## src/fdc_pkg.sv

```systemverilog
// Purpose: shared constants and carriers for the floppy controller host port
// Assumes: 50 MHz ref_clk, byte registers on even module offsets
// Notes:   two design files hold all logic
package fdc_pkg;
   localparam logic [3:0] OFF_STATUS_CMD = 4'h0;
   localparam logic [3:0] OFF_TRACK      = 4'h2;
   localparam logic [3:0] OFF_SECTOR     = 4'h4;
   localparam logic [3:0] OFF_DATA       = 4'h6;
   localparam logic [3:0] OFF_DRIVE_CTRL = 4'h8;
   localparam logic [7:0] CMD_RESET_VAL  = 8'h03;
   localparam logic [7:0] SECTOR_RESET   = 8'h01;
   localparam logic [7:0] ZONE_LO        = 8'h2c;
   localparam logic [7:0] ZONE_HI        = 8'h4c;
   localparam int         ST_NOT_READY   = 7;
   localparam int         ST_PROTECT     = 6;
   localparam int         ST_TRACK0      = 2;
   localparam int         ST_BUSY        = 0;
   localparam int         ST_SERVICE     = 1;
   localparam int         DC_DRIVE0      = 0;
   localparam int         DC_MOTOR       = 2;
   localparam int         DC_SIDE        = 5;
   localparam int         DC_FAST        = 6;
   localparam int         DC_RESET       = 7;
   localparam int         CLK_MHZ        = 50;
   localparam int         PULSE_NS       = 250;
   localparam int         REF_PERIOD_NS  = 1000 / CLK_MHZ;
   localparam logic [3:0] PULSE_CYC      = 4'((PULSE_NS + REF_PERIOD_NS - 1) / REF_PERIOD_NS);
   localparam logic [4:0] DIV10_TERM     = 5'(CLK_MHZ / 10 - 1);
   localparam logic [2:0] DIV2M_TERM     = 3'h4;
   localparam logic [4:0] SEEK_STEP_CYC  = 5'h1f;
   localparam logic [2:0] BITS_PER_BYTE  = 3'h7;
   localparam logic [7:0] WRITE_BYTES    = 8'h08;
   typedef struct packed {
      logic       sel_n;
      logic       rd_n;
      logic       wr_n;
      logic [3:0] addr;
      logic [7:0] wdata;
   } fdc_bus_t;
   typedef struct packed {
      logic ready;
      logic protect_n;
      logic track0_n;
      logic index_n;
      logic read_n;
   } fdc_drive_in_t;
endpackage

```

## src/fdc_fifo.sv

```systemverilog
// Purpose: small byte fifo in the data path
// Assumes: single clock, synchronous active-low reset
// Notes:   depth must be a power of two
module fdc_fifo #(
   parameter int WIDTH = 8,
   parameter int DEPTH = 8
) (
   input  wire logic             ref_clk,
   input  wire logic             reset_n,
   input  wire logic             flush,
   input  wire logic             in_valid,
   output logic                  in_ready,
   input  wire logic [WIDTH-1:0] in_data,
   output logic                  out_valid,
   input  wire logic             out_ready,
   output logic      [WIDTH-1:0] out_data
);
   localparam int AW = $clog2(DEPTH);
   logic [WIDTH-1:0] mem [DEPTH];
   logic [AW:0]      wr_ptr_reg;
   logic [AW:0]      rd_ptr_reg;
   logic             push;
   logic             pop;
   assign in_ready  = (wr_ptr_reg - rd_ptr_reg) != (AW+1)'(DEPTH);
   assign out_valid = wr_ptr_reg != rd_ptr_reg;
   assign out_data  = mem[rd_ptr_reg[AW-1:0]];
   assign push      = in_valid && in_ready;
   assign pop       = out_valid && out_ready;
   always_ff @(posedge ref_clk) begin
      if (push) begin
         mem[wr_ptr_reg[AW-1:0]] <= in_data;
      end
   end
   always_ff @(posedge ref_clk) begin
      if (!reset_n || flush) begin
         wr_ptr_reg <= '0;
         rd_ptr_reg <= '0;
      end else begin
         if (push) begin
            wr_ptr_reg <= wr_ptr_reg + 1'b1;
         end
         if (pop) begin
            rd_ptr_reg <= rd_ptr_reg + 1'b1;
         end
      end
   end
endmodule

```

## src/fdc_host_port.sv

```systemverilog
// Purpose: floppy controller register port and drive-side control
// Assumes: bus strobes synchronous to ref_clk, one cycle per access
// Notes:   simplified formatter; the fifo sits between disk and data register
// Overview of operation
// - two select bits pick status/cmd, track, sector, data
// - select only for module offsets zero through seven
// - reset loads command 03h, sector 01h, restores
// - one step pulse per track crossed
// - direction high stepping inward, low outward
// - same clock for writes and seeks, rate set by control bit 6, reads paced by read-data edges
// - inner zone flag for tracks 44..76 during transfers
// - 260 ns write pulse per flux transition, 250 ns rounded up to 13 ref cycles
// - read/write skipped with interrupt when not ready
// - positioning commands ignore drive ready
// - status bit 7 is inverted drive ready, forced low while control bit 7 holds master reset
// - write protected aborts write, sets protect flag
// - service request on full read/empty write data
// - irq on completion, cleared by status read/command write
// - each low read pulse is one flux transition
// - double density encoding always used
// - service request forwarded as priority-4 dma request
// - completion forwarded as priority-5 bus interrupt
// - control bit 6 picks fast clock
// - fast clock from 10 MHz counter, slow halves it
// - head load looped into head load timing
// - precompensation enabled with inner zone flag
// - control bit 7 drives controller master reset
// - control bits select drive, motor, side
module fdc_host_port (
   input  wire logic                   ref_clk,
   input  wire logic                   reset_n,
   input  wire fdc_pkg::fdc_bus_t      bus,
   output logic                  [7:0] rdata,
   input  wire fdc_pkg::fdc_drive_in_t drv,
   output logic                        byte_service_request,
   output logic                        command_done_irq,
   output logic                        bus_dma_request_p4_n,
   output logic                        bus_interrupt_p5_n,
   output logic                        step_out,
   output logic                        head_travel_direction,
   output logic                        write_gate_out,
   output logic                        flux_write_pulse,
   output logic                        head_load_out,
   output logic                        inner_track_zone,
   output logic                        precomp_enable,
   output logic                        double_density,
   output logic                        floppy_ctrl_clock,
   output logic                        drive0_select_n,
   output logic                        motor_on_n,
   output logic                        head_side_choice_n
);
   typedef enum logic [2:0] {S_IDLE, S_SEEK, S_SETTLE, S_READ, S_WRITE, S_DONE} fdc_state_t;

   function automatic logic in_zone(input logic [7:0] t);
      in_zone = (t >= fdc_pkg::ZONE_LO) && (t <= fdc_pkg::ZONE_HI);
   endfunction

   fdc_state_t state_reg;
   logic [7:0] command_reg, track_reg, sector_reg, data_reg, target_reg, drive_ctrl_reg;
   logic [7:0] shift_reg, count_reg;
   logic [2:0] bit_cnt_reg;
   logic       not_ready_reg, protect_reg, drq_reg, irq_reg, restore_reg;
   logic [4:0] step_cnt_reg;
   logic [3:0] pulse_cnt_reg;
   logic [4:0] div10_reg;
   logic       clk10_reg;
   logic [2:0] div2_reg;
   logic       clk2_reg, clk1_reg, clk10_d_reg, clk2_d_reg, tick_reg;
   logic       read_d_reg;
   logic       mr_n;
   logic       floppy_ctrl_select_n, register_read_strobe_n, reg_select_lo, reg_select_hi;
   logic       rd_acc, wr_acc;
   logic       fifo_in_valid, fifo_in_ready, fifo_out_valid, fifo_out_ready;
   logic [7:0] fifo_in_data, fifo_out_data;
   logic       flux_edge, fast;

   ////////////////////////////////////////////////////////////////////////
   // bus decode
   assign floppy_ctrl_select_n   = bus.sel_n || bus.addr[3];
   assign register_read_strobe_n = bus.rd_n;
   assign reg_select_lo          = bus.addr[1];
   assign reg_select_hi          = bus.addr[2];
   assign rd_acc = !floppy_ctrl_select_n && !register_read_strobe_n;
   assign wr_acc = !floppy_ctrl_select_n && !bus.wr_n;
   assign mr_n   = reset_n && drive_ctrl_reg[fdc_pkg::DC_RESET];

   always_ff @(posedge ref_clk) begin
      if (!reset_n) begin
         drive_ctrl_reg <= 8'h00;
      end else if (!bus.sel_n && !bus.wr_n && bus.addr == fdc_pkg::OFF_DRIVE_CTRL) begin
         drive_ctrl_reg <= bus.wdata;
      end
   end

   always_comb begin
      rdata = 8'h00;
      if (rd_acc) begin
         unique case ({reg_select_hi, reg_select_lo})
            2'b00: rdata = {mr_n && !drv.ready, protect_reg, 3'b000, !drv.track0_n,
                            drq_reg, state_reg != S_IDLE};
            2'b01: rdata = track_reg;
            2'b10: rdata = sector_reg;
            2'b11: rdata = data_reg;
         endcase
      end
   end

   ////////////////////////////////////////////////////////////////////////
   // clock generation: 10 MHz from ref, 2 MHz by counter, 1 MHz halved
   always_ff @(posedge ref_clk) begin
      if (!reset_n) begin
         div10_reg <= '0;
         clk10_reg <= 1'b0;
      end else if (div10_reg == fdc_pkg::DIV10_TERM) begin
         div10_reg <= '0;
         clk10_reg <= 1'b1;
      end else begin
         // ref is an odd multiple of 10 MHz, so two-of-five duty, not square
         div10_reg <= div10_reg + 1'b1;
         clk10_reg <= (div10_reg == 5'h00);
      end
   end

   always_ff @(posedge ref_clk) begin
      if (!reset_n) begin
         div2_reg    <= '0;
         clk2_reg    <= 1'b0;
         clk1_reg    <= 1'b0;
         clk10_d_reg <= 1'b0;
         clk2_d_reg  <= 1'b0;
      end else begin
         clk10_d_reg <= clk10_reg;
         clk2_d_reg  <= clk2_reg;
         if (clk10_reg && !clk10_d_reg) begin
            div2_reg <= (div2_reg == fdc_pkg::DIV2M_TERM) ? 3'h0 : div2_reg + 1'b1;
            clk2_reg <= (div2_reg < 3'h2);
         end
         if (clk2_reg && !clk2_d_reg) begin
            clk1_reg <= !clk1_reg;
         end
      end
   end

   assign fast              = drive_ctrl_reg[fdc_pkg::DC_FAST];
   assign floppy_ctrl_clock = fast ? clk2_reg : clk1_reg;

   // controller work advances on rising edges of the selected clock
   always_ff @(posedge ref_clk) begin
      if (!reset_n) begin
         tick_reg <= 1'b0;
      end else begin
         tick_reg <= fast ? (clk2_reg && !clk2_d_reg) : (clk2_reg && !clk2_d_reg && !clk1_reg);
      end
   end

   ////////////////////////////////////////////////////////////////////////
   // read-data edge, one transition per low pulse
   always_ff @(posedge ref_clk) begin
      if (!reset_n) begin
         read_d_reg <= 1'b1;
      end else begin
         read_d_reg <= drv.read_n;
      end
   end
   assign flux_edge = read_d_reg && !drv.read_n;

   ////////////////////////////////////////////////////////////////////////
   // command engine
   always_ff @(posedge ref_clk) begin
      if (!mr_n) begin
         state_reg     <= S_IDLE;
         command_reg   <= fdc_pkg::CMD_RESET_VAL;
         sector_reg    <= fdc_pkg::SECTOR_RESET;
         track_reg     <= 8'hff;
         target_reg    <= 8'h00;
         restore_reg   <= 1'b1;
         protect_reg   <= 1'b0;
         step_cnt_reg  <= '0;
         count_reg     <= '0;
         bit_cnt_reg   <= '0;
         shift_reg     <= '0;
         step_out      <= 1'b0;
         head_travel_direction <= 1'b0;
      end else begin
         step_out <= 1'b0;
         if (wr_acc && {reg_select_hi, reg_select_lo} == 2'b01) begin
            track_reg <= bus.wdata;
         end
         if (wr_acc && {reg_select_hi, reg_select_lo} == 2'b10) begin
            sector_reg <= bus.wdata;
         end
         unique case (state_reg)
            S_IDLE: begin
               if (restore_reg) begin
                  restore_reg <= 1'b0;
                  target_reg  <= command_reg[4] ? data_reg : 8'h00;
                  state_reg   <= S_SEEK;
               end else if (wr_acc && {reg_select_hi, reg_select_lo} == 2'b00) begin
                  command_reg <= bus.wdata;
                  protect_reg <= 1'b0;
                  if (!bus.wdata[7]) begin
                     target_reg <= bus.wdata[4] ? data_reg : 8'h00;
                     state_reg  <= S_SEEK;
                  end else if (!drv.ready) begin
                     state_reg <= S_DONE;
                  end else if (bus.wdata[5] && !drv.protect_n) begin
                     protect_reg <= 1'b1;
                     state_reg   <= S_DONE;
                  end else begin
                     count_reg   <= fdc_pkg::WRITE_BYTES;
                     bit_cnt_reg <= '0;
                     state_reg   <= bus.wdata[5] ? S_WRITE : S_READ;
                  end
               end
            end
            S_SEEK: begin
               if (tick_reg) begin
                  step_cnt_reg <= step_cnt_reg + 1'b1;
                  if (step_cnt_reg == fdc_pkg::SEEK_STEP_CYC) begin
                     if (target_reg == 8'h00 && !drv.track0_n) begin
                        track_reg <= 8'h00;
                        state_reg <= S_SETTLE;
                     end else if (track_reg == target_reg && target_reg != 8'h00) begin
                        state_reg <= S_SETTLE;
                     end else begin
                        step_out <= 1'b1;
                        head_travel_direction <= target_reg > track_reg;
                        track_reg <= (target_reg > track_reg) ? track_reg + 1'b1 : track_reg - 1'b1;
                     end
                  end
               end
            end
            S_SETTLE: begin
               if (head_load_out) begin
                  state_reg <= S_DONE;
               end
            end
            S_READ: begin
               if (flux_edge && fifo_in_ready && count_reg != 8'h00) begin
                  shift_reg   <= {shift_reg[6:0], drv.index_n};
                  bit_cnt_reg <= bit_cnt_reg + 1'b1;
                  if (bit_cnt_reg == fdc_pkg::BITS_PER_BYTE) begin
                     count_reg <= count_reg - 1'b1;
                  end
               end else if (count_reg == 8'h00 && !fifo_out_valid && !drq_reg) begin
                  // last byte must reach the host before completion
                  state_reg <= S_DONE;
               end
            end
            S_WRITE: begin
               if (!drv.protect_n) begin
                  protect_reg <= 1'b1;
                  state_reg   <= S_DONE;
               end else if (fifo_out_valid && tick_reg && pulse_cnt_reg == 4'h0) begin
                  count_reg <= count_reg - 1'b1;
                  if (count_reg == 8'h01) begin
                     state_reg <= S_DONE;
                  end
               end
            end
            S_DONE: state_reg <= S_IDLE;
            default: state_reg <= S_IDLE;
         endcase
      end
   end

   // read byte goes into the fifo when the last bit lands
   assign fifo_in_valid  = (state_reg == S_READ) && flux_edge && (bit_cnt_reg == fdc_pkg::BITS_PER_BYTE);
   assign fifo_in_data   = {shift_reg[6:0], drv.index_n};
   assign fifo_out_ready = (state_reg == S_READ) ? !drq_reg :
                           (state_reg == S_WRITE) && tick_reg && pulse_cnt_reg == 4'h0;

   fdc_fifo #(.WIDTH(8), .DEPTH(8)) u_fifo (
      .ref_clk   (ref_clk),
      .reset_n   (reset_n),
      .flush     (state_reg == S_IDLE),
      .in_valid  ((state_reg == S_WRITE) ? (wr_acc && {reg_select_hi, reg_select_lo} == 2'b11) : fifo_in_valid),
      .in_ready  (fifo_in_ready),
      .in_data   ((state_reg == S_WRITE) ? bus.wdata : fifo_in_data),
      .out_valid (fifo_out_valid),
      .out_ready (fifo_out_ready),
      .out_data  (fifo_out_data)
   );

   ////////////////////////////////////////////////////////////////////////
   // data register and service request
   always_ff @(posedge ref_clk) begin
      if (!mr_n) begin
         data_reg <= 8'h00;
         drq_reg  <= 1'b0;
      end else begin
         if (wr_acc && {reg_select_hi, reg_select_lo} == 2'b11) begin
            data_reg <= bus.wdata;
         end else if (state_reg == S_READ && fifo_out_valid && !drq_reg) begin
            data_reg <= fifo_out_data;
         end
         if (state_reg == S_READ && fifo_out_valid && !drq_reg) begin
            drq_reg <= 1'b1;
         end else if (state_reg == S_WRITE && fifo_in_ready) begin
            drq_reg <= !(wr_acc && {reg_select_hi, reg_select_lo} == 2'b11);
         end else if ((rd_acc || wr_acc) && {reg_select_hi, reg_select_lo} == 2'b11) begin
            drq_reg <= 1'b0;
         end else if (state_reg == S_IDLE) begin
            drq_reg <= 1'b0;
         end
      end
   end

   // completion interrupt, set wins over a clearing access
   always_ff @(posedge ref_clk) begin
      if (!mr_n) begin
         irq_reg <= 1'b0;
      end else if (state_reg == S_DONE) begin
         irq_reg <= 1'b1;
      end else if ((rd_acc || wr_acc) && {reg_select_hi, reg_select_lo} == 2'b00) begin
         irq_reg <= 1'b0;
      end
   end

   assign byte_service_request = drq_reg;
   assign command_done_irq     = irq_reg;
   assign bus_dma_request_p4_n = !drq_reg;
   assign bus_interrupt_p5_n   = !irq_reg;

   ////////////////////////////////////////////////////////////////////////
   // write stream: gate ahead of pulses, one fixed pulse per transition
   always_ff @(posedge ref_clk) begin
      if (!mr_n) begin
         pulse_cnt_reg    <= '0;
         flux_write_pulse <= 1'b0;
         write_gate_out   <= 1'b0;
         head_load_out    <= 1'b0;
      end else begin
         write_gate_out <= (state_reg == S_WRITE);
         head_load_out  <= (state_reg != S_IDLE) && (state_reg != S_DONE);
         if (state_reg == S_WRITE && write_gate_out && fifo_out_ready && fifo_out_valid) begin
            pulse_cnt_reg    <= fdc_pkg::PULSE_CYC;
            flux_write_pulse <= 1'b1;
         end else if (pulse_cnt_reg != 4'h0) begin
            pulse_cnt_reg    <= pulse_cnt_reg - 1'b1;
            flux_write_pulse <= (pulse_cnt_reg != 4'h1);
         end else begin
            flux_write_pulse <= 1'b0;
         end
      end
   end

   assign inner_track_zone   = ((state_reg == S_READ) || (state_reg == S_WRITE)) && in_zone(track_reg);
   assign precomp_enable     = inner_track_zone;
   assign double_density     = 1'b1;
   assign drive0_select_n    = !drive_ctrl_reg[fdc_pkg::DC_DRIVE0];
   assign motor_on_n         = !drive_ctrl_reg[fdc_pkg::DC_MOTOR];
   assign head_side_choice_n = !drive_ctrl_reg[fdc_pkg::DC_SIDE];
endmodule

```

## config.mk

```make
export PLATFORM = sky130hd
export DESIGN_NAME = fdc_host_port
export DESIGN_NICKNAME = d
export VERILOG_FILES = /design/src/fdc_pkg.sv /design/src/fdc_fifo.sv /design/src/fdc_host_port.sv
export SDC_FILE = /design/constraint.sdc
export NUM_CORES = 1
export LEC_CHECK = 0
export BUFFER_PORTS_ARGS = -buffer_cell sky130_fd_sc_hd__clkbuf_2
export CAP_MARGIN = 0
export CORE_MARGIN = 2
export CORE_UTILIZATION = 40
export CTS_CLUSTER_SIZE = 30
export DETAILED_ROUTE_END_ITERATION = 6
export PLACE_DENSITY = 0.67
export SYNTH_ARGS = -nofsm -noshare
export SYNTH_HDL_FRONTEND = slang
export SYNTH_SLANG_ARGS = --single-unit
```

## constraint.sdc

```tcl
create_clock -name ref_clk -period 3.4 [get_ports ref_clk]
set_clock_uncertainty 0.05 [all_clocks]
set_input_delay 0.34 -clock ref_clk [delete_from_list [all_inputs] [get_ports ref_clk]]
set_output_delay 0.34 -clock ref_clk [all_outputs]
set_load 0.005 [all_outputs]
```

==> results of run 1 <==
## cell usage in the layout, fill, tap and decap left out, types with 4 or more instances in the layout
master and instances:
clkbuf_16 17, nor2b_1 18, mux2i_1 44, a21o_1 4
edfxtp_1 64, nor3_1 16, o21ai_0 7, o211ai_1 6
a21oi_1 49, and3_1 6, nand2_1 75, buf_4 18
or3_1 9, xnor2_1 11, nand4_1 7, dfxtp_1 102
o31ai_1 4, nand2b_1 9, o21ai_1 18, a211oi_1 5
clkbuf_2 44, nor2_1 89, nand3_1 27, ha_1 32
and2_1 8, inv_1 32, mux2_2 5, clkinv_4 4
inv_6 4, xor2_1 9, mux4_2 19
## cell usage after synthesis (4+ instances only)
cell type and count:
o211ai_1 6, mux2_2 5, nand4_1 7, nor3_1 16, nor2b_1 18, ha_1 32, mux2i_1 44, mux4_2 19
nand2_1 76, inv_1 33, buf_1 4, xor2_1 9, o21ai_0 7, a211oi_1 5, nor2_1 89, nand3_1 27
dfxtp_1 103, xnor2_1 11, o21ai_1 18, and3_1 6, nand2b_1 9, and2_1 8, a21oi_1 49, a21o_1 4
o31ai_1 4, edfxtp_1 64, clkbuf_1 30, or3_1 9
## critical path: cells and delay by family (launching register included)
kind            cells  cell delay, ps
xor+xnor            1             160
flops               1             430
buf+inv             2             230
compound gates      7            1280
fa+ha+maj           2             730
simple gates        1             190
## repair_timing
action	in CTS	in global routing
setup endpoints to repair	0	2
setup buffers	0	0
hold buffers	0	0
resized for setup	0	3
## stage by stage
stage	hold slack, ps	setup WS, ps	instance area, um2	cells
2_1_floorplan	342	483	8090	782
3_3_place_gp	358	181	8600	1073
3_5_place_dp	361	84.8	8600	1073
4_1_cts	56.2	47.0	9130	1102
5_1_grt	59.3	33.5	9140	1102
6_report	67.8	201	9140	1102
## report_power, final
group / switching, mW / internal [mW] / total (mW)
Combinational: 0.0666 / 0.0492 / 0.116
Sequential: 0.0102 / 2.08 / 2.09
Clock: 0.811 / 0.937 / 1.75
## metal layers
metal | GRT usage | up-vias | share of wire
met5 | 0 | - | 0
met4 | 0.0617 | 0 | 0.016
met2 | 0.285 | 109 | 0.48
met3 | 0.0250 | 21 | 0.031
li1 | - | 2885 | -
met1 | 0.219 | 2845 | 0.47
## area by class of cell
class                           instances  area share
Multi-Input combinational cell        541       0.417
Clock inverter                         11      0.0101
Timing Repair Buffer                   62      0.0389
Clock buffer                           18      0.0470
Tap cell                              270      0.0370
Sequential cell                       167       0.436
Inverter                               33      0.0136
## worst max path at each step
| stage | start | to | slack [ps] | depth (start not counted) |
|---|---|---|---|---|
| floorplan | track_reg[5] | track_reg[6] | 480 | 14 |
| global placement | track_reg[5] | track_reg[7] | 180 | 13 |
| detailed placement | track_reg[5] | track_reg[7] | 80 | 13 |
| CTS | track_reg[5] | track_reg[7] | 50 | 13 |
| global route | track_reg[7] | track_reg[6] | 30 | 13 |
| finish | track_reg[7] | track_reg[6] | 200 | 13 |
## kinds of logic after synthesis
logic type,count (synthesis),synth area share
compound gates,129,0.106
fa+ha+maj,33,0.0520
simple gates,289,0.172
flops,167,0.492
mux,69,0.118
buf+inv,74,0.0376
other cells,1,0.000464
xor+xnor,20,0.0217
==> impl_metrics.tcl, run 1 <==
set metrics [dict create \
    cts_buffer_depth 2 \
    grt_setup_unrepaired "no" \
    die-area_um2 21400 \
    ys_types 72 \
    holdPathStages 2 \
    drive_above_1_share 0.153 \
    r2r_end "track_reg[6]" \
    gp_congestion 0.880 \
    synthFlopType "dfxtp_1" \
    ir_drop_mv 0.277 \
    chipWidth_um 146 \
    crit_fanout 8 \
    ys_warn_count 0 \
    multiInputGateArea_um2 3810 \
    drc 0 \
    numClockSinks 167 \
    postSynthCellCount 782 \
    setup_viol 0 \
    cp-start-kind "flop" \
    layout-area-overhead-vs-synth_pct 12.9 \
    leakagePower_nw 3.31 \
    clk-insertion-delay-late_ps 430 \
    drv_slew 0 \
    first_iter_violations 429 \
    hold_path.class "in2reg" \
    largest_reg_flops 64 \
    max_freq_mhz 313 \
    slew_headroom 0.415 \
    worstSetupEndpointType "flop" \
    syn-num-nets 837 \
    cts_tree "yes" \
    io_pins 46 \
    nNetsFinal 877 \
    hold_end "read_d_reg" \
    critPathSlowestCell "dfxtp_1" \
    wl_mm 17.7 \
    maxCapViolations 0 \
    synth-seq-cells 167 \
    finalSetupTns_ps 0 \
    die_y_um 146 \
    hold_violations 0 \
    grt_max_degree 27 \
    htree_levels 4 \
    antenna_found_initial 0 \
    final_util 0.456 \
    crit_top_cell "a21oi_1" \
    n_antenna_cell 0 \
    crit_type "reg2reg" \
    ys_seq_area_frac 0.492 \
    synth_edf_count 64 \
    synth-async-reset-ratio 0 \
    start_util 0.404 \
    syn-cell-area_um2 8090 \
    clk_pin_slew_ps 70 \
    path_cells "inv_1 > ha_1 > nand4_1 > a21o_1 > a21oi_1 > inv_2 > fa_1 > a21o_1 > a21oi_1 > o21bai_1 > a21oi_1 > xor2_1 > o221ai_1" \
    numCtsBuffers 17 \
    clock-root-buffer "clkbuf_16" \
    first_global_vias 5547 \
    synth_top_area_cell "dfxtp_1" \
    tightest_slew_ps 874 \
    first_pass_iters 7 \
    yosys-top-cells-area "dfxtp_1 (25%), edfxtp_1 (24%), mux2i_1 (5.4%), mux4_2 (5.3%), ha_1 (4.9%)" \
    synth_top_area_frac 0.255 \
    totalPowerFinal_mw 3.95 \
    status "finished, final reports clean" \
    coreArea_um2 20000 \
    regToRegSetupSlack_ps 200 \
    reg2reg_depth 13 \
    powerDensity_nw_per_um2 432 \
    regArea_um2 3990 \
    cp.required_ps 3630 \
    port_buffers 44 \
    grt_pass1_wl_mm 28.5 \
    grt_use_total 0.168 \
    critPathArrivalTime_ps 3430 \
    rows 52 \
    avgSynthCellArea_um2 10.3 \
    min-delay-start "drv[0]" \
    dp_hpwl_mm 12.6 \
    wire_per_inst_um 16.1 \
    cpPeakStageDelay_ps 430 \
    fillers 1910 \
    vias 5860 \
    antenna_left 0 \
    r2r-start "track_reg[7]" \
    min_period_over_period 0.941 \
    avgViaCountPerCell 5.32 \
    period_needed_ps 3200 \
    overflow 0 \
]
(Power assumes the default switching activity.)
==> run 2, diff against run 1 <==
- CORE_UTILIZATION: 40 -> 30
- HOLD_SLACK_MARGIN: default -> 0.15
- PLACE_DENSITY: 0.67 -> 0.56
==> impl_metrics.tcl, run 2 (same netlist as run 1, synthesis figures left out) <==
set metrics [dict create \
    clock-root-buffer "clkbuf_16" \
    cts_tree "yes" \
    layout_commonest_cell "dfxtp_1" \
    htree_levels 4 \
    port_buffers 44 \
    cts_buffer_depth 2 \
    dp_hpwl_mm 14.2 \
    layout-area-overhead-vs-synth_pct 16.2 \
    totalPowerFinal_mw 4.23 \
    wire_per_inst_um 16.7 \
    hold_end "data_reg[3]" \
    first_iter_violations 517 \
    slew_headroom 0.465 \
    avgViaCountPerCell 4.95 \
    reg2reg_depth 14 \
    critPathArrivalTime_ps 3400 \
    io_pins 46 \
    hold_path.class "in2reg" \
    drv_slew 0 \
    chipWidth_um 168 \
    drc 0 \
    holdPathStages 3 \
    regToRegSetupSlack_ps 240 \
    critPathSlowestCell "dfxtp_1" \
    grt_pass1_wl_mm 31.5 \
    grt_max_degree 27 \
    grt_setup_unrepaired "no" \
    wl_mm 19.7 \
    first_pass_iters 4 \
    clk_pin_slew_ps 70 \
    overflow 0 \
    final_area_um2 9400 \
    cp-start-kind "flop" \
    path_cells "inv_1 > ha_1 > a211o_1 > o211ai_1 > nor2b_1 > a21oi_1 > inv_2 > ha_1 > a21o_1 > a21oi_2 > o21bai_1 > a21oi_1 > xor2_1 > o221ai_1" \
    post-cts-setup-buffer-count 0 \
    antenna_found_initial 0 \
    place_area_um2 8740 \
    maxCapViolations 0 \
    cpPeakStageDelay_ps 410 \
    vias 5866 \
    path_delay_family "compound AO/OA/AOI/OAI gates" \
    setup_viol 0 \
    status "finished, final reports clean" \
    ir_drop_mv 0.346 \
    crit_fanout 8 \
    finalSetupTns_ps 0 \
    clk-insertion-delay-late_ps 440 \
    numCtsBuffers 17 \
    start_util 0.303 \
    hold_violations 0 \
    antenna_left 0 \
    final_cells 1185 \
    cp.required_ps 3640 \
    largest_reg_flops 64 \
    worstSetupEndpointType "flop" \
    dp_cells 1150 \
    die_y_um 168 \
    powerDensity_nw_per_um2 450 \
    die-area_um2 28300 \
    hold_ws_ps 182 \
    tightest_slew_ps 801 \
    drive_above_1_share 0.164 \
    grt_use_total 0.143 \
    rows 60 \
    max_freq_mhz 316 \
    leakagePower_nw 3.40 \
    r2r-start "track_reg[5]" \
    nNetsFinal 886 \
    n_antenna_cell 0 \
    min_period_over_period 0.930 \
    first_global_vias 5615 \
    r2r_end "track_reg[6]" \
    crit_type "reg2reg" \
    gp_congestion 0.871 \
    min-delay-start "bus[3]" \
    worst-path-buf-inv 2 \
    mostFrequentLayoutCells "dfxtp_1 (103), nor2_1 (89), nand2_1 (75)" \
    numClockSinks 167 \
    period_needed_ps 3160 \
    coreArea_um2 26700 \
]
[run 2: changes by cell type in the layout (fill, tap and decap cells not counted), sizes merged]
| cell | change |
|---|---|
| bufinv | +1 |
| clkinvlp | -1 |
| inv | +4 |
| dlygate4sd3 | +3 |
| buf | +6 |
| clkbuf | -1 |
[run 2: through the flow]
step	utilization	worst slack (ps)
finish	0.352	239
global route	0.352	24.7
CTS	0.351	142
detailed placement	0.327	178
global placement	0.327	230
floorplan	-	483
[run 2: worst max-delay path by stage]
stage / startpoint / endpoint / slack (ps) / cells past startpoint
3_5_place_dp: track_reg[5] / track_reg[6] / 180 / 14
3_3_place_gp: track_reg[5] / track_reg[6] / 230 / 14
6_report: track_reg[5] / track_reg[6] / 240 / 14
5_1_grt: track_reg[5] / track_reg[6] / 20 / 14
4_1_cts: track_reg[5] / track_reg[6] / 140 / 14
2_1_floorplan: track_reg[5] / track_reg[6] / 480 / 14
[run 2: what timing repair did]
| action | CTS | global route |
|---|---|---|
| resized for setup | 0 | 3 |
| setup endpoints to repair | 0 | 2 |
| hold buffers | 3 | 0 |
| endpoints found under the hold margin | 3 | 0 |
[run 2: final cells by class]
| class | count | area, um2 |
|---|---|---|
| fillers | 2685 | 17300 |
| flip-flops and latches | 167 | 3980 |
| multi-input cells | 541 | 3810 |
| repair buffers | 71 | 430 |
| well taps | 341 | 427 |
| clock buffers | 17 | 425 |
| clock inverters | 15 | 195 |
| inverters | 33 | 124 |
[run 2: where the power goes]
group / switching [mW] / internal, mW
logic: 0.0735 / 0.0525
clock network: 0.948 / 1.07
registers: 0.0111 / 2.07
total: 1.03 / 3.20
[run 2: per-layer routing]
| metal | part of all wire | up-vias | track usage |
|---|---|---|---|
| li1 | - | 2909 | - |
| met1 | 0.48 | 2844 | 0.194 |
| met2 | 0.48 | 93 | 0.237 |
| met3 | 0.029 | 20 | 0.0226 |
| met4 | 0.014 | 0 | 0.0442 |
| met5 | 0 | - | 0 |
[run 2: worst min-delay path: stages]
cell and delay [ps]:
clkbuf_2 140, nand2_1 70, o21ai_1 60
